<file path="config.mk">
export PLATFORM = sky130hd
export DESIGN_NAME = t1e1_path_frame_error_counters
export DESIGN_NICKNAME = d
export VERILOG_FILES = /design/src/hdl/t1e1_path_frame_error_counters.v
export VERILOG_INCLUDE_DIRS = /design/src /design/src/hdl
export SDC_FILE = /design/constraint.sdc
export NUM_CORES = 1
export LEC_CHECK = 0
export BUFFER_PORTS_ARGS = -buffer_cell sky130_fd_sc_hd__buf_2
export CAP_MARGIN = 30
export CORE_ASPECT_RATIO = 0.75
export CORE_UTILIZATION = 55
export DETAILED_ROUTE_END_ITERATION = 8
export PLACE_DENSITY = 0.84
export SLEW_MARGIN = 20
export SYNTH_ARGS = -nofsm -noshare
export SYNTH_HDL_FRONTEND = slang
export SYNTH_SLANG_ARGS = --single-unit
</file>
<file path="constraint.sdc">
create_clock -name clk -period 4.2 [get_ports clk]
set_input_delay 1.26 -clock clk [delete_from_list [all_inputs] [get_ports clk]]
set_output_delay 1.26 -clock clk [all_outputs]
set_load 0.01 [all_outputs]
</file>
<file path="src/hdl/t1e1_counters_regs.vh">
`ifndef T1E1_COUNTERS_REGS_VH
`define T1E1_COUNTERS_REGS_VH

// ****************************************
// Register offsets
// ****************************************
`define PATH_ERROR_COUNT_HIGH_ADDR       8'h44
`define PATH_ERROR_COUNT_LOW_ADDR        8'h45
`define FRAME_SYNC_ERROR_COUNT_HIGH_ADDR 8'h46
`define FRAME_SYNC_ERROR_COUNT_LOW_ADDR  8'h47
`define FAR_END_BLOCK_COUNT_HIGH_ADDR    8'h48
`define FAR_END_BLOCK_COUNT_LOW_ADDR     8'h49

// ****************************************
// Reset values and limits
// ****************************************
`define COUNT_RESET  16'h0000
`define COUNT_MAX    16'hFFFF
`define COUNT_ONE    16'h0001
`define REG_RESET    8'h00
`define FRAME_RESET  16'h0000
`define FRAME_ONE    16'h0001

// ****************************************
// Update intervals in frames
// ****************************************
`define T1_SHORT_FRAMES  16'd333
`define E1_SHORT_FRAMES  16'd500
`define T1_SECOND_FRAMES 16'd8000
`define E1_SECOND_FRAMES 16'd8000

`endif

</file>
<file path="src/hdl/t1e1_path_frame_error_counters.v">
// How it works
// - ESF: count failed CRC6 codewords on path
// - D4: count Ft bit errors on path
// - Fs errors added in D4 when enabled
// - T1 path counter halts on sync loss
// - E1: path counter counts CRC-4 errors
// - E1 path halts on FAS/CRC4 loss only
// - 16-bit counters, high byte at lower address
// - MULTIFRAMES_OUT_OF_SYNC mode counts out-of-sync multiframes
// - MULTIFRAMES_OUT_OF_SYNC mode keeps counting during sync loss
// - F-bit mode: Ft in D4, FPS in ESF
// - F-bit mode halts on sync loss
// - E1: frame counter counts errored FAS words
// - E1 frame counter halts on loss/search
// - Far-end counter idle in T1
// - Count E-bits equal zero with CRC-4
// - Far-end halts on FAS/CRC4 loss only
// - Periodic latch and clear, short or second
// - Manual rising edge latches and clears
// - Counters saturate, never roll over
`include "t1e1_counters_regs.vh"
`default_nettype none

module t1e1_path_frame_error_counters #(
  parameter [15:0] T1_SECOND_FRAMES = `T1_SECOND_FRAMES,
  parameter [15:0] E1_SECOND_FRAMES = `E1_SECOND_FRAMES
) (
  // Clock and reset
  input  wire        clk,
  input  wire        srst,
  // Mode and configuration
  input  wire        e1Mode,
  input  wire        esfFraming,
  input  wire        signaling_frame_error_enable,
  input  wire        out_of_sync_count_select,
  input  wire        update_interval_select,
  input  wire        accumulation_mode_select,
  input  wire        manual_update_trigger,
  // Framer events, one-cycle pulses
  input  wire        frameStrobe,
  input  wire        crc6Error,
  input  wire        ftError,
  input  wire        fsError,
  input  wire        fpsError,
  input  wire        multiframeStrobe,
  input  wire        crc4Error,
  input  wire        fasWordError,
  input  wire        eBitStrobe,
  input  wire        eBitValue,
  // Framer sync status
  input  wire        receive_sync_lost,
  input  wire        fasLost,
  input  wire        crc4MultiframeLost,
  input  wire        alignmentSearch,
  input  wire        crc4Multiframing,
  // Register read port
  input  wire [7:0]  readAddr,
  output reg  [7:0]  readData,
  // Latched counts
  output reg  [15:0] path_error_counter,
  output reg  [15:0] frame_sync_error_counter,
  output reg  [15:0] far_end_block_counter
);

  // ****************************************
  // Saturating increment
  // ****************************************
  function [15:0] satInc;
    input [15:0] value;
    input        hit;
    begin
      if (hit && value != `COUNT_MAX) begin
        satInc = value + `COUNT_ONE;
      end else begin
        satInc = value;
      end
    end
  endfunction

  // ****************************************
  // Counter slots
  // ****************************************
  localparam integer NUM_COUNTERS = 3;
  localparam integer COUNT_WIDTH  = 16;
  localparam integer BYTE_WIDTH   = 8;
  localparam integer PATH_IDX     = 0;
  localparam integer FRAME_IDX    = 1;
  localparam integer FAR_END_IDX  = 2;
  localparam [1:0]   SLOT_PATH    = 2'h0;
  localparam [1:0]   SLOT_FRAME   = 2'h1;
  localparam [1:0]   SLOT_FAR_END = 2'h2;
  localparam [1:0]   SLOT_NONE    = 2'h3;

  // ****************************************
  // Address decode
  // ****************************************
  // Counter that a read address belongs to
  function [1:0] addrSlot;
    input [7:0] addr;
    begin
      if (addr == `PATH_ERROR_COUNT_HIGH_ADDR) begin
        addrSlot = SLOT_PATH;
      end else if (addr == `PATH_ERROR_COUNT_LOW_ADDR) begin
        addrSlot = SLOT_PATH;
      end else if (addr == `FRAME_SYNC_ERROR_COUNT_HIGH_ADDR) begin
        addrSlot = SLOT_FRAME;
      end else if (addr == `FRAME_SYNC_ERROR_COUNT_LOW_ADDR) begin
        addrSlot = SLOT_FRAME;
      end else if (addr == `FAR_END_BLOCK_COUNT_HIGH_ADDR) begin
        addrSlot = SLOT_FAR_END;
      end else if (addr == `FAR_END_BLOCK_COUNT_LOW_ADDR) begin
        addrSlot = SLOT_FAR_END;
      end else begin
        addrSlot = SLOT_NONE;
      end
    end
  endfunction

  // High byte sits at the lower address of each pair
  function addrIsHigh;
    input [7:0] addr;
    begin
      if (addr == `PATH_ERROR_COUNT_HIGH_ADDR) begin
        addrIsHigh = 1'b1;
      end else if (addr == `FRAME_SYNC_ERROR_COUNT_HIGH_ADDR) begin
        addrIsHigh = 1'b1;
      end else if (addr == `FAR_END_BLOCK_COUNT_HIGH_ADDR) begin
        addrIsHigh = 1'b1;
      end else begin
        addrIsHigh = 1'b0;
      end
    end
  endfunction

  // ****************************************
  // Event qualification
  // ****************************************
  reg pathHit;
  reg frameHit;
  reg farEndHit;

  // Path counter: CRC errors, or framing bit errors under D4
  always @* begin
    pathHit = 1'b0;
    if (e1Mode) begin
      if (!fasLost && !crc4MultiframeLost) begin
        pathHit = crc4Error;
      end
    end else if (!receive_sync_lost) begin
      if (esfFraming) begin
        pathHit = crc6Error;
      end else if (signaling_frame_error_enable) begin
        pathHit = ftError || fsError;
      end else begin
        pathHit = ftError;
      end
    end
  end

  // Frame counter: FAS words in E1, lost multiframes or F-bit errors in T1
  always @* begin
    frameHit = 1'b0;
    if (e1Mode) begin
      if (!receive_sync_lost && !alignmentSearch) begin
        frameHit = fasWordError;
      end
    end else if (out_of_sync_count_select) begin
      frameHit = multiframeStrobe && receive_sync_lost;
    end else if (!receive_sync_lost) begin
      if (esfFraming) begin
        frameHit = fpsError;
      end else begin
        frameHit = ftError;
      end
    end
  end

  // Far-end counter: zero E-bits, E1 with CRC-4 multiframing only
  always @* begin
    farEndHit = 1'b0;
    if (!e1Mode) begin
      farEndHit = 1'b0;
    end else if (crc4Multiframing && !fasLost && !crc4MultiframeLost) begin
      farEndHit = eBitStrobe && !eBitValue;
    end
  end

  // Hits gathered by counter slot
  wire [NUM_COUNTERS-1:0] hitVec = {farEndHit, frameHit, pathHit};

  // ****************************************
  // Update timing
  // ****************************************
  reg [15:0] frameCount;
  reg [15:0] next_frameCount;
  reg        manualPrev;
  reg        manualRise;
  reg [15:0] shortLimit;
  reg [15:0] secondLimit;
  reg [15:0] limit;
  reg        lastFrame;
  reg        periodic;
  reg        manual;
  reg        update;

  // Interval length in frames for the current mode
  always @* begin
    if (e1Mode) begin
      shortLimit  = `E1_SHORT_FRAMES;
      secondLimit = E1_SECOND_FRAMES;
    end else begin
      shortLimit  = `T1_SHORT_FRAMES;
      secondLimit = T1_SECOND_FRAMES;
    end
    if (update_interval_select) begin
      limit = shortLimit;
    end else begin
      limit = secondLimit;
    end
  end

  // Manual bit edge; a bit left high never updates twice
  always @* begin
    manualRise = manual_update_trigger && !manualPrev;
  end

  // Update on the last frame of an interval or on a rising manual bit
  always @* begin
    lastFrame = (frameCount >= limit - `FRAME_ONE);
    periodic  = !accumulation_mode_select && frameStrobe && lastFrame;
    manual    = accumulation_mode_select && manualRise;
    update    = periodic || manual;
  end

  // Frame count is held at zero while manual updates are selected
  always @* begin
    next_frameCount = frameCount;
    if (periodic || accumulation_mode_select) begin
      next_frameCount = `FRAME_RESET;
    end else if (frameStrobe) begin
      next_frameCount = frameCount + `FRAME_ONE;
    end
  end

  always @(posedge clk) begin
    if (srst) begin
      frameCount <= `FRAME_RESET;
      manualPrev <= 1'b0;
    end else begin
      frameCount <= next_frameCount;
      manualPrev <= manual_update_trigger;
    end
  end

  // ****************************************
  // Accumulators
  // ****************************************
  wire [NUM_COUNTERS*COUNT_WIDTH-1:0] latchedVec = {far_end_block_counter,
                                                    frame_sync_error_counter,
                                                    path_error_counter};
  wire [NUM_COUNTERS*COUNT_WIDTH-1:0] nextLatchedVec;

  genvar slot;
  generate
    for (slot = 0; slot < NUM_COUNTERS; slot = slot + 1) begin : gen_counter
      reg [15:0] acc;
      reg [15:0] next_acc;
      reg [15:0] next_latched;

      // Event in the update cycle is kept in the latched value
      always @* begin
        next_acc     = satInc(acc, hitVec[slot]);
        next_latched = latchedVec[COUNT_WIDTH*slot +: COUNT_WIDTH];
        if (update) begin
          next_latched = next_acc;
          next_acc     = `COUNT_RESET;
        end
      end

      always @(posedge clk) begin
        if (srst) begin
          acc <= `COUNT_RESET;
        end else begin
          acc <= next_acc;
        end
      end

      assign nextLatchedVec[COUNT_WIDTH*slot +: COUNT_WIDTH] = next_latched;
    end
  endgenerate

  // ****************************************
  // Latched counts
  // ****************************************
  // Outputs are the latch flip-flops themselves
  always @(posedge clk) begin
    if (srst) begin
      path_error_counter       <= `COUNT_RESET;
      frame_sync_error_counter <= `COUNT_RESET;
      far_end_block_counter    <= `COUNT_RESET;
    end else begin
      path_error_counter       <= nextLatchedVec[COUNT_WIDTH*PATH_IDX +: COUNT_WIDTH];
      frame_sync_error_counter <= nextLatchedVec[COUNT_WIDTH*FRAME_IDX +: COUNT_WIDTH];
      far_end_block_counter    <= nextLatchedVec[COUNT_WIDTH*FAR_END_IDX +: COUNT_WIDTH];
    end
  end

  // ****************************************
  // Register read decode
  // ****************************************
  reg [1:0]  readSlot;
  reg [15:0] selCount;
  reg [7:0]  next_readData;

  always @* begin
    readSlot = addrSlot(readAddr);
    selCount = `COUNT_RESET;
    if (readSlot == SLOT_PATH) begin
      selCount = path_error_counter;
    end else if (readSlot == SLOT_FRAME) begin
      selCount = frame_sync_error_counter;
    end else if (readSlot == SLOT_FAR_END) begin
      selCount = far_end_block_counter;
    end
    next_readData = `REG_RESET;
    if (readSlot != SLOT_NONE) begin
      if (addrIsHigh(readAddr)) begin
        next_readData = selCount[COUNT_WIDTH-1:BYTE_WIDTH];
      end else begin
        next_readData = selCount[BYTE_WIDTH-1:0];
      end
    end
  end

  always @(posedge clk) begin
    if (srst) begin
      readData <= `REG_RESET;
    end else begin
      readData <= next_readData;
    end
  end

endmodule // t1e1_path_frame_error_counters

`default_nettype wire

</file>
### Word level (Yosys, flattened, before mapping)

Index checks and enable logic that the tools add are counted.

| cells by class | value |
|---|---|
| add/sub/neg operators | 5 |
| $lt $le $gt $ge | 1 |
| equal/unequal tests | 12 |
| multiplexer cells | 31 |
| bitwise gates (word level) | 1 |
| reduce and logical (&&, ||, !) cells | 27 |

Operator list:

| operator | number |
|---|---|
| two-way mux 16 bit | 7 |
| adder 16 x 1 -> 16 bit (second input constant) | 4 |
| equality test 8 x 7 -> 1 bit (second input constant) | 6 |
| != test 16 bit (second input constant) | 3 |
| two-way mux 1 bit | 18 |
| greater-or-equal comparator 16 bit | 1 |
| two-way mux 8 bit | 2 |
| subtractor 16 x 1 -> 16 bit (second input constant) | 1 |
| logical AND 1 bit | 13 |
| two-way mux 2 bit | 4 |
| logical NOT 1 bit | 7 |
| OR reduction 2 bit | 3 |
| logical OR 1 bit | 3 |
| equality test 2 x 1 -> 1 bit (second input constant) | 1 |
| equality test 2 bit (second input constant) | 1 |
| logical NOT 2 bit | 1 |
| != test 2 bit (second input constant) | 1 |
| inverter 1 bit | 1 |

| storage, ports and cells | value |
|---|---|
| register bits | 121 |
| output and inout port bits | 56 |
| word-level logic and storage cells | 86 |

### Longest topological paths before layout

Gate-level depths: netlist (run 1).

| logic depth | value |
|---|---|
| word-level depth | 12 |
| gate-level depth with buffers | 11 |

### Worst setup path after synthesis (run 1)

No wires, ideal clock.

| timing path | value |
|---|---|
| kind | in2reg |
| from | in e1Mode |
| to | reg gen_counter[0].acc[2] |
| library setup time | 0.065 ns |
| arrival | 3.262 ns |
| data required time | 4.135 ns |
| setup slack | 0.874 ns |
| cell stages on the path | 10 |
| path buffers | 2 |
| path through | nand2b_1 -> ha_1 -> nand2b_1 -> a2111oi_2 -> o41ai_1 -> o211a_1 -> or3_1 -> buf_6 -> buf_6 -> nor2_1 |

| on the way | value |
|---|---|
| longest elaborated chain between the ends | 7 |
| elaborated cells on any way between the ends | 10 |
| classes of those cells | 1 x add/sub; 1 x order compare; 4 x mux; 4 x reduce/logical |

RTL lines:

| what | line | RTL |
|---|---|---|
| from (decl) | t1e1_path_frame_error_counters.v:32 | `input wire e1Mode,` |
| two-way mux 8 bit | t1e1_path_frame_error_counters.v:208 | `if (e1Mode) begin` |
| two-way mux 16 bit | t1e1_path_frame_error_counters.v:215 | `if (update_interval_select) begin` |
| subtractor 16 x 1 -> 16 bit (no line) | - |  |
| greater-or-equal comparator 16 bit (no line) | - |  |
| logical AND 1 bit | t1e1_path_frame_error_counters.v:230 | `periodic = !accumulation_mode_select && frameStrobe && lastFrame;` |
| logical OR 1 bit | t1e1_path_frame_error_counters.v:232 | `update = periodic \|\| manual;` |
| OR reduction 2 bit (no line) | - |  |
| to (signal assigned) | t1e1_path_frame_error_counters.v:282 | `` acc <= `COUNT_RESET; `` |
| to (signal assigned) | t1e1_path_frame_error_counters.v:284 | `acc <= next_acc;` |
| to (decl) | t1e1_path_frame_error_counters.v:266 | `reg [15:0] acc;` |

Several ways; a longest one is shown, not always the timed one.
A chain may end at the register's enable or synchronous reset.

### Final worst setup path (run 1)

| timing path | value |
|---|---|
| from | in e1Mode |
| to | reg gen_counter[2].acc[15] |

| on the way | value |
|---|---|
| longest elaborated chain between the ends | 7 |
| elaborated cells on any way between the ends | 10 |
| classes of those cells | 1 x add/sub; 1 x order compare; 4 x mux; 4 x reduce/logical |

RTL lines:

| what | line |
|---|---|
| two-way mux 8 bit | t1e1_path_frame_error_counters.v:208 |
| two-way mux 16 bit | t1e1_path_frame_error_counters.v:215 |
| subtractor 16 x 1 -> 16 bit (no line) | - |
| greater-or-equal comparator 16 bit (no line) | - |
| logical AND 1 bit | t1e1_path_frame_error_counters.v:230 |
| logical OR 1 bit | t1e1_path_frame_error_counters.v:232 |
| OR reduction 2 bit (no line) | - |
| to (signal assigned) | t1e1_path_frame_error_counters.v:282 |
| to (signal assigned) | t1e1_path_frame_error_counters.v:284 |
| to (decl) | t1e1_path_frame_error_counters.v:266 |

Several ways; a longest one is shown, not always the timed one.

==> results.tsv, run 1 <==
stage	metric	value	unit
clock_network	CTS buffer count	17	
critical_path	CP Class	in -> reg	
yosys	Post-synth EDFFs	0	
layout	Ant. Diodes	0	
critical_path	CP cell instances	buf_2, nand2b_1, ha_1, nand2b_1, a2111oi_2, o41ai_1, o211a_1, or3_1, buf_4, nor2_1	
critical_path	crit-path max FO	48	
timing	setup TNS	0	ns
layout	final core utilization	0.698	
power	power density over cell area	416	nW/µm²
global_route	total gr overflow	0	
drt	DR iter-0 viols	603	
yosys	Yosys warning count	0	
drt	Vias	4880	
clock_network	Worst-Skew Late Latency	0.41	ns
global_route	first-pass GRT wire length	22.8	mm
layout	P&R area growth vs syn	21.0	%
yosys	Syn Area/Cell	9.56	µm²
timing	Worst Tran Pin Value	0.708	ns
global_route	grt peak-use layer	met2	
timing	Max-slew headroom	0.527	
critical_path	Worst Path Required	4.53	ns
layout	Nets	691	
global_route	largest net degree at the start of global routing	49	
drt	routed vias/inst	6.24	
timing	Final Cycle Share	0.798	
critical_path	CP max-delay cell	a2111oi_2	
critical_path	family with the most delay on the worst path	simple AND/OR/NAND/NOR gates	
timing	Setup WS post-layout	0.848	ns
clock_network	CTS resizes	0	
place	Place WS	0.460	ns
global_route	Tot GR Track Use	0.302	
min_path	Min-Delay Path Class	reg -> reg	
layout	leading cell type in the layout, fill and taps excluded	dfxtp_1	
timing	Fin. Hold Viols	0	
power	Leakage	0.00256	µW
power	final total power	2680	µW
layout	post-route insts no fill	782	
yosys	Seq/Total Area, Yosys	0.455	
layout	most frequent cells in the layout	dfxtp_1 (121), buf_2 (87), nor2_1 (82), o2bb2ai_1 (49), nand2_1 (32)	
floorplan	Die Y	87.2	µm
floorplan	DIE WIDTH	116	µm
yosys	post-synthesis net count	605	
drt	WL final	14.4	mm
critical_path	Arr. time, crit path	3.69	ns
timing	clk_skew	0.00820	ns
critical_path	Worst Setup End Kind	register	
clock_network	clock sinks	121	
yosys	FFs w/ async S/R, synth	0	
layout	filler instances	708	
global_route	vias in the first global route	4376	
critical_path	CP most frequent cell	nand2b_1	
timing	Tmin final	3.35	ns
drt	DR WL/cell	18.5	µm
yosys	flops & latches, synth	121	
run	max cap viols	0	
clock_network	CTS tree	done	
clock_network	Worst-path clk slew	0.05	ns
floorplan	Initial Util	0.577	
yosys	Synth Flop Type	dfxtp_1	
floorplan	Core Footprint	9230	µm²
clock_network	Setup Buffers After CTS	0	
drt	DRC	0	
clock_network	Root Buffer	clkbuf_16	
floorplan	full die area	10100	µm²
power	peak supply drop	0.237	mV
timing	Max Freq	298	MHz
critical_path	startpoint types	primary input	
yosys	Synth Instances	557	
timing	final setup fails	0	
place	dpl cells	752	
floorplan	Ports	88	
clock_network	Hold Buf Count CTS	0	
place	Port Buffers	87	
global_route	met2 global-route usage	0.443	
critical_path	Critical Path Max Stage Delay	0.37	ns
global_route	global routing usage on met3	0.0926	
global_route	grt met1 use	0.424	
place	RD Place Congestion	0.919	
drt	First-pass DRT Iterations	7	
clock_network	maximum clock insertion buffer count	2	
place	hpwl dp	10.4	mm
yosys	mapped cell area	5330	µm²
outcome	status	complete, no violations	
clock_network	H-Tree Depth	4	
layout	share of cells above drive strength 1	0.196	
critical_path	CP Buf/Inv Count	2	
yosys	Unique masters post-synth	57	
timing	unrepaired setup endpoints after global routing	false	
floorplan	Site Rows	30	
drt	DRT antenna net count	0	
global_route	initial antenna violation count	0	
timing	fin. max-slew vios	0	
Yosys cell counts, types with 2 or more instances:
master	n	area [µm²]
o21ai_0	5	25.0
nand2b_1	4	25.0
nor4_1	3	18.8
and2_1	3	18.8
buf_6	3	33.8
clkbuf_1	12	45.0
xor2_1	25	219
nor2b_1	5	31.3
nand3_1	25	125
nor2_1	82	308
a221oi_1	5	43.8
nor3b_2	2	25.0
dfxtp_1	121	2420
o2bb2ai_1	49	429
o21bai_1	2	15.0
a21oi_1	4	20.0
a2111oi_0	5	43.8
and4_1	7	61.3
a22o_1	5	43.8
buf_2	7	35.0
nor4b_1	4	35.0
nand2_1	32	120
mux2i_1	7	70.1
inv_1	13	48.8
xnor2_1	27	236
nor3_1	15	75.1
a222oi_1	11	110
ha_1	16	200
and3_1	10	62.6
o21a_1	2	15.0
nand4_1	19	119
and3b_1	2	17.5
sequential cells by signal, summed over array words and instances (netlist names):
register,flops
gen_counter.acc,48
far_end_block_counter,16
frameCount,16
frame_sync_error_counter,16
path_error_counter,16
readData,8
manualPrev,1
cells by family after synthesis:
kind of cell	count (synthesis)	synth area share
AND/OR/NAND/NOR	225	0.217
flip-flops	121	0.455
AO/OA/AOI/OAI	99	0.159
XOR/XNOR	52	0.0855
buffers and inverters	36	0.0312
adder cells (fa/ha/maj)	16	0.0376
multiplexers	8	0.0153
path summary, 6_finish.rpt:
check,end,from,slack [ns],cells past startpoint
min reg2reg,far_end_block_counter[14]$_SDFFE_PP0P_,far_end_block_counter[14]$_SDFFE_PP0P_,0.50,1
max reg2reg,gen_counter[2].acc[15]$_SDFF_PP0_,frameCount[0]$_SDFFE_PP0P_,1.56,9
max,gen_counter[2].acc[15]$_SDFF_PP0_,e1Mode,0.85,10
min,far_end_block_counter[14]$_SDFFE_PP0P_,far_end_block_counter[14]$_SDFFE_PP0P_,0.50,1
metrics by stage:
stage,hold WS (ns),instance area [µm²]
6_report,0.499,6440
5_1_grt,0.508,6440
4_1_cts,0.497,6440
3_5_place_dp,0.490,5870
3_3_place_gp,0.476,5870
2_1_floorplan,0.460,5330
where the power goes:
part	leakage, µW	total (µW)	switching [µW]	internal, µW
logic	0.00130	101	64.5	36.3
registers	0.000975	1160	4.00	1150
clock network	0.000285	1420	491	933
total	0.00256	2680	560	2120
worst reg2reg max path, delay by kind of cell (launching register included):
family	cells	cell delay [ns]
and+or+nand+nor	3	0.71
AOI/OAI and AO/OA	3	0.82
buffers and inverters	2	0.37
DFF	1	0.38
adders and majority gates	1	0.28
per-layer routing:
metal  vias to the layer above  share of wire
met5                         -              0
met4                         0          0.018
met3                        26          0.097
met2                       269           0.43
met1                      2365           0.45
li1                       2220              -
layout make-up:
cell class,instances,area (µm²),area share
Clock buffer,20,447,0.0693
Clock inverter,10,128,0.0198
Multi-Input combinational cell,400,2760,0.428
Timing Repair Buffer,90,483,0.0750
Inverter,13,48.8,0.00757
Sequential cell,121,2420,0.376
Tap cell,128,160,0.0249
Note: power is estimated with default switching activity, not from simulation.
==> inputs of run 2 (changes only) <==
==> constraint.sdc (replaced) <==
create_clock -name clk -period 3.48 [get_ports clk]
set_input_delay 1.044 -clock clk [delete_from_list [all_inputs] [get_ports clk]]
set_output_delay 1.044 -clock clk [all_outputs]
set_load 0.01 [all_outputs]
==> results.tsv, run 2 (synthesis gave the netlist of run 1 again) <==
stage	metric	value	unit	change
outcome	status	complete, no violations		unchanged
timing	Worst Tran Pin Value	0.714	ns	was 0.708 ns
clock_network	clock sinks	121		unchanged
critical_path	Arr. time, crit path	3.35	ns	was 3.69 ns
clock_network	Worst-path clk slew	0.06	ns	was 0.05 ns
power	final total power	3350	µW	was 2680 µW
layout	P&R area growth vs syn	22.6	%	was 21.0%
drt	DR WL/cell	18.5	µm	about the same
run	max cap viols	0		unchanged
power	peak supply drop	0.404	mV	was 0.237 mV
critical_path	CP cell instances	buf_2, nand2b_1, ha_1, nand2b_1, a2111oi_2, o41ai_1, o211a_1, or3_1, buf_12, nor2_1		was buf_2, nand2b_1, ha_1, nand2b_1, a2111oi_2, o41ai_1, o211a_1, or3_1, buf_4, nor2_1
clock_network	CTS buffer count	17		unchanged
drt	Vias	4856		was 4,880
global_route	vias in the first global route	4448		was 4,376
layout	Top reg by flops	gen_counter.acc		unchanged
clock_network	Hold Buf Count CTS	0		unchanged
global_route	met2 global-route usage	0.450		was 0.443
timing	Final Cycle Share	0.865		
power	Leakage	0.00259	µW	was 0.00256 µW
critical_path	Critical Path Max Stage Delay	0.41	ns	was 0.37 ns
drt	DR iter-0 viols	633		was 603
clock_network	maximum clock insertion buffer count	2		unchanged
layout	leading cell type in the layout, fill and taps excluded	dfxtp_1		unchanged
global_route	first-pass GRT wire length	22.9	mm	was 22.8 mm
min_path	Min-Delay Path Class	reg -> reg		unchanged
critical_path	CP most frequent cell	nand2b_1		unchanged
clock_network	Worst-Skew Late Latency	0.41	ns	about the same
critical_path	CP max-delay cell	or3_1		was a2111oi_2
power	power density over cell area	513	nW/µm²	was 416 nW/µm²
timing	final setup fails	0		unchanged
global_route	initial antenna violation count	0		unchanged
layout	filler instances	670		was 708
floorplan	Ports	88		unchanged
floorplan	Initial Util	0.577		unchanged
drt	WL final	14.6	mm	was 14.4 mm
timing	Tmin final	3.01	ns	
critical_path	Worst Setup End Kind	register		unchanged
place	RD Place Congestion	0.948		was 0.919
drt	First-pass DRT Iterations	7		unchanged
floorplan	Core Footprint	9230	µm²	unchanged
place	hpwl dp	10.2	mm	was 10.4 mm
global_route	total gr overflow	0		unchanged
layout	area of the multi-input gates	2760	µm²	unchanged
global_route	grt met1 use	0.434		was 0.424
floorplan	full die area	10100	µm²	unchanged
drt	DRC	0		unchanged
layout	Ant. Diodes	0		unchanged
layout	Seq. cell area	2420	µm²	unchanged
global_route	Tot GR Track Use	0.305		was 0.302
clock_network	CTS resizes	0		unchanged
drt	routed vias/inst	6.17		was 6.24
global_route	grt peak-use layer	met2		unchanged
floorplan	Die Y	87.2	µm	unchanged
clock_network	CTS tree	done		unchanged
floorplan	Site Rows	30		unchanged
global_route	global routing usage on met3	0.0675		was 0.0926
layout	post-route insts no fill	787		was 782
clock_network	H-Tree Depth	4		unchanged
global_route	largest net degree at the start of global routing	49		unchanged
drt	DRT antenna net count	0		unchanged
critical_path	CP Class	in -> reg		unchanged
place	Port Buffers	87		unchanged
layout	most frequent cells in the layout	dfxtp_1 (121), buf_2 (87), nor2_1 (82), o2bb2ai_1 (49), nand2_1 (32)		unchanged
timing	setup TNS	0	ns	unchanged
critical_path	crit-path max FO	48		unchanged
clock_network	Setup Buffers After CTS	0		unchanged
floorplan	DIE WIDTH	116	µm	unchanged
clock_network	Root Buffer	clkbuf_16		unchanged
timing	Max-slew headroom	0.523		was 0.527
layout	share of cells above drive strength 1	0.203		was 0.196
timing	Hold WS	0.500	ns	was 0.499 ns
layout	Final Cell Area	6530	µm²	was 6440 µm²
timing	clk_skew	0.00629	ns	was 0.00820 ns
timing	Fin. Hold Viols	0		unchanged
layout	Nets	695		was 691
layout	max reg flops	48		unchanged
place	Area after DPL	5910	µm²	was 5870 µm²
timing	unrepaired setup endpoints after global routing	false		unchanged
timing	fin. max-slew vios	0		unchanged
timing	Max Freq	332	MHz	
place	dpl cells	756		was 752
critical_path	Worst Path Required	3.82	ns	was 4.53 ns
critical_path	startpoint types	primary input		unchanged
-- run 2: cell types whose count changed in the layout (fill, tap and decap cells not counted), sizes merged --
cell	previous run	this run
clkinvlp	1	3
buf	90	94
bufinv	3	4
clkbuf	20	19
clkinv	6	5
-- run 2: critical path: cells and delay by family --
kind / cells / cell delay (ns)
AOI/OAI and AO/OA: 3 / 0.81
and+or+nand+nor: 4 / 0.81
buffers and inverters: 2 / 0.36
adders and majority gates: 1 / 0.28
-- run 2: worst paths after layout --
check	end	cells past startpoint	startpoint	slack (ns)
setup reg to reg	gen_counter[1].acc[15]$_SDFF_PP0_	9	frameCount[0]$_SDFFE_PP0P_	0.90
hold reg to reg	path_error_counter[10]$_SDFFE_PP0P_	1	path_error_counter[10]$_SDFFE_PP0P_	0.50
hold / removal	path_error_counter[10]$_SDFFE_PP0P_	1	path_error_counter[10]$_SDFFE_PP0P_	0.50
setup / recovery	gen_counter[1].acc[15]$_SDFF_PP0_	10	update_interval_select	0.47
-- run 2: report_power, final --
part | leakage, µW | switching, µW | total, µW | internal (µW)
clock | 0.000295 | 618 | 1830 | 1210
sequential | 0.000975 | 5.07 | 1400 | 1390
combinational | 0.00132 | 78.1 | 125 | 47.1
total | 0.00259 | 702 | 3350 | 2650
-- run 2: through the flow --
| stage | setup WS, ns | util |
|---|---|---|
| finish | 0.470 | 0.707 |
| global placement | 0.161 | 0.640 |
| global route | 0.355 | 0.707 |
| CTS | 0.478 | 0.707 |
| floorplan | 0.370 | - |
| detailed placement | 0.0676 | 0.640 |
-- run 2: final cells by class --
class	instances	share of cell area
Sequential cell	121	0.371
Inverter	13	0.00747
Clock buffer	19	0.0678
Clock inverter	12	0.0268
Multi-Input combinational cell	400	0.422
Tap cell	128	0.0245
Timing Repair Buffer	94	0.0805
-- run 2: metal layers --
layer | up-vias | routed length (µm)
met1 | 2304 | 6460
met3 | 31 | 1490
li1 | 2243 | -
met5 | - | 0
met2 | 278 | 6280
met4 | 0 | 346
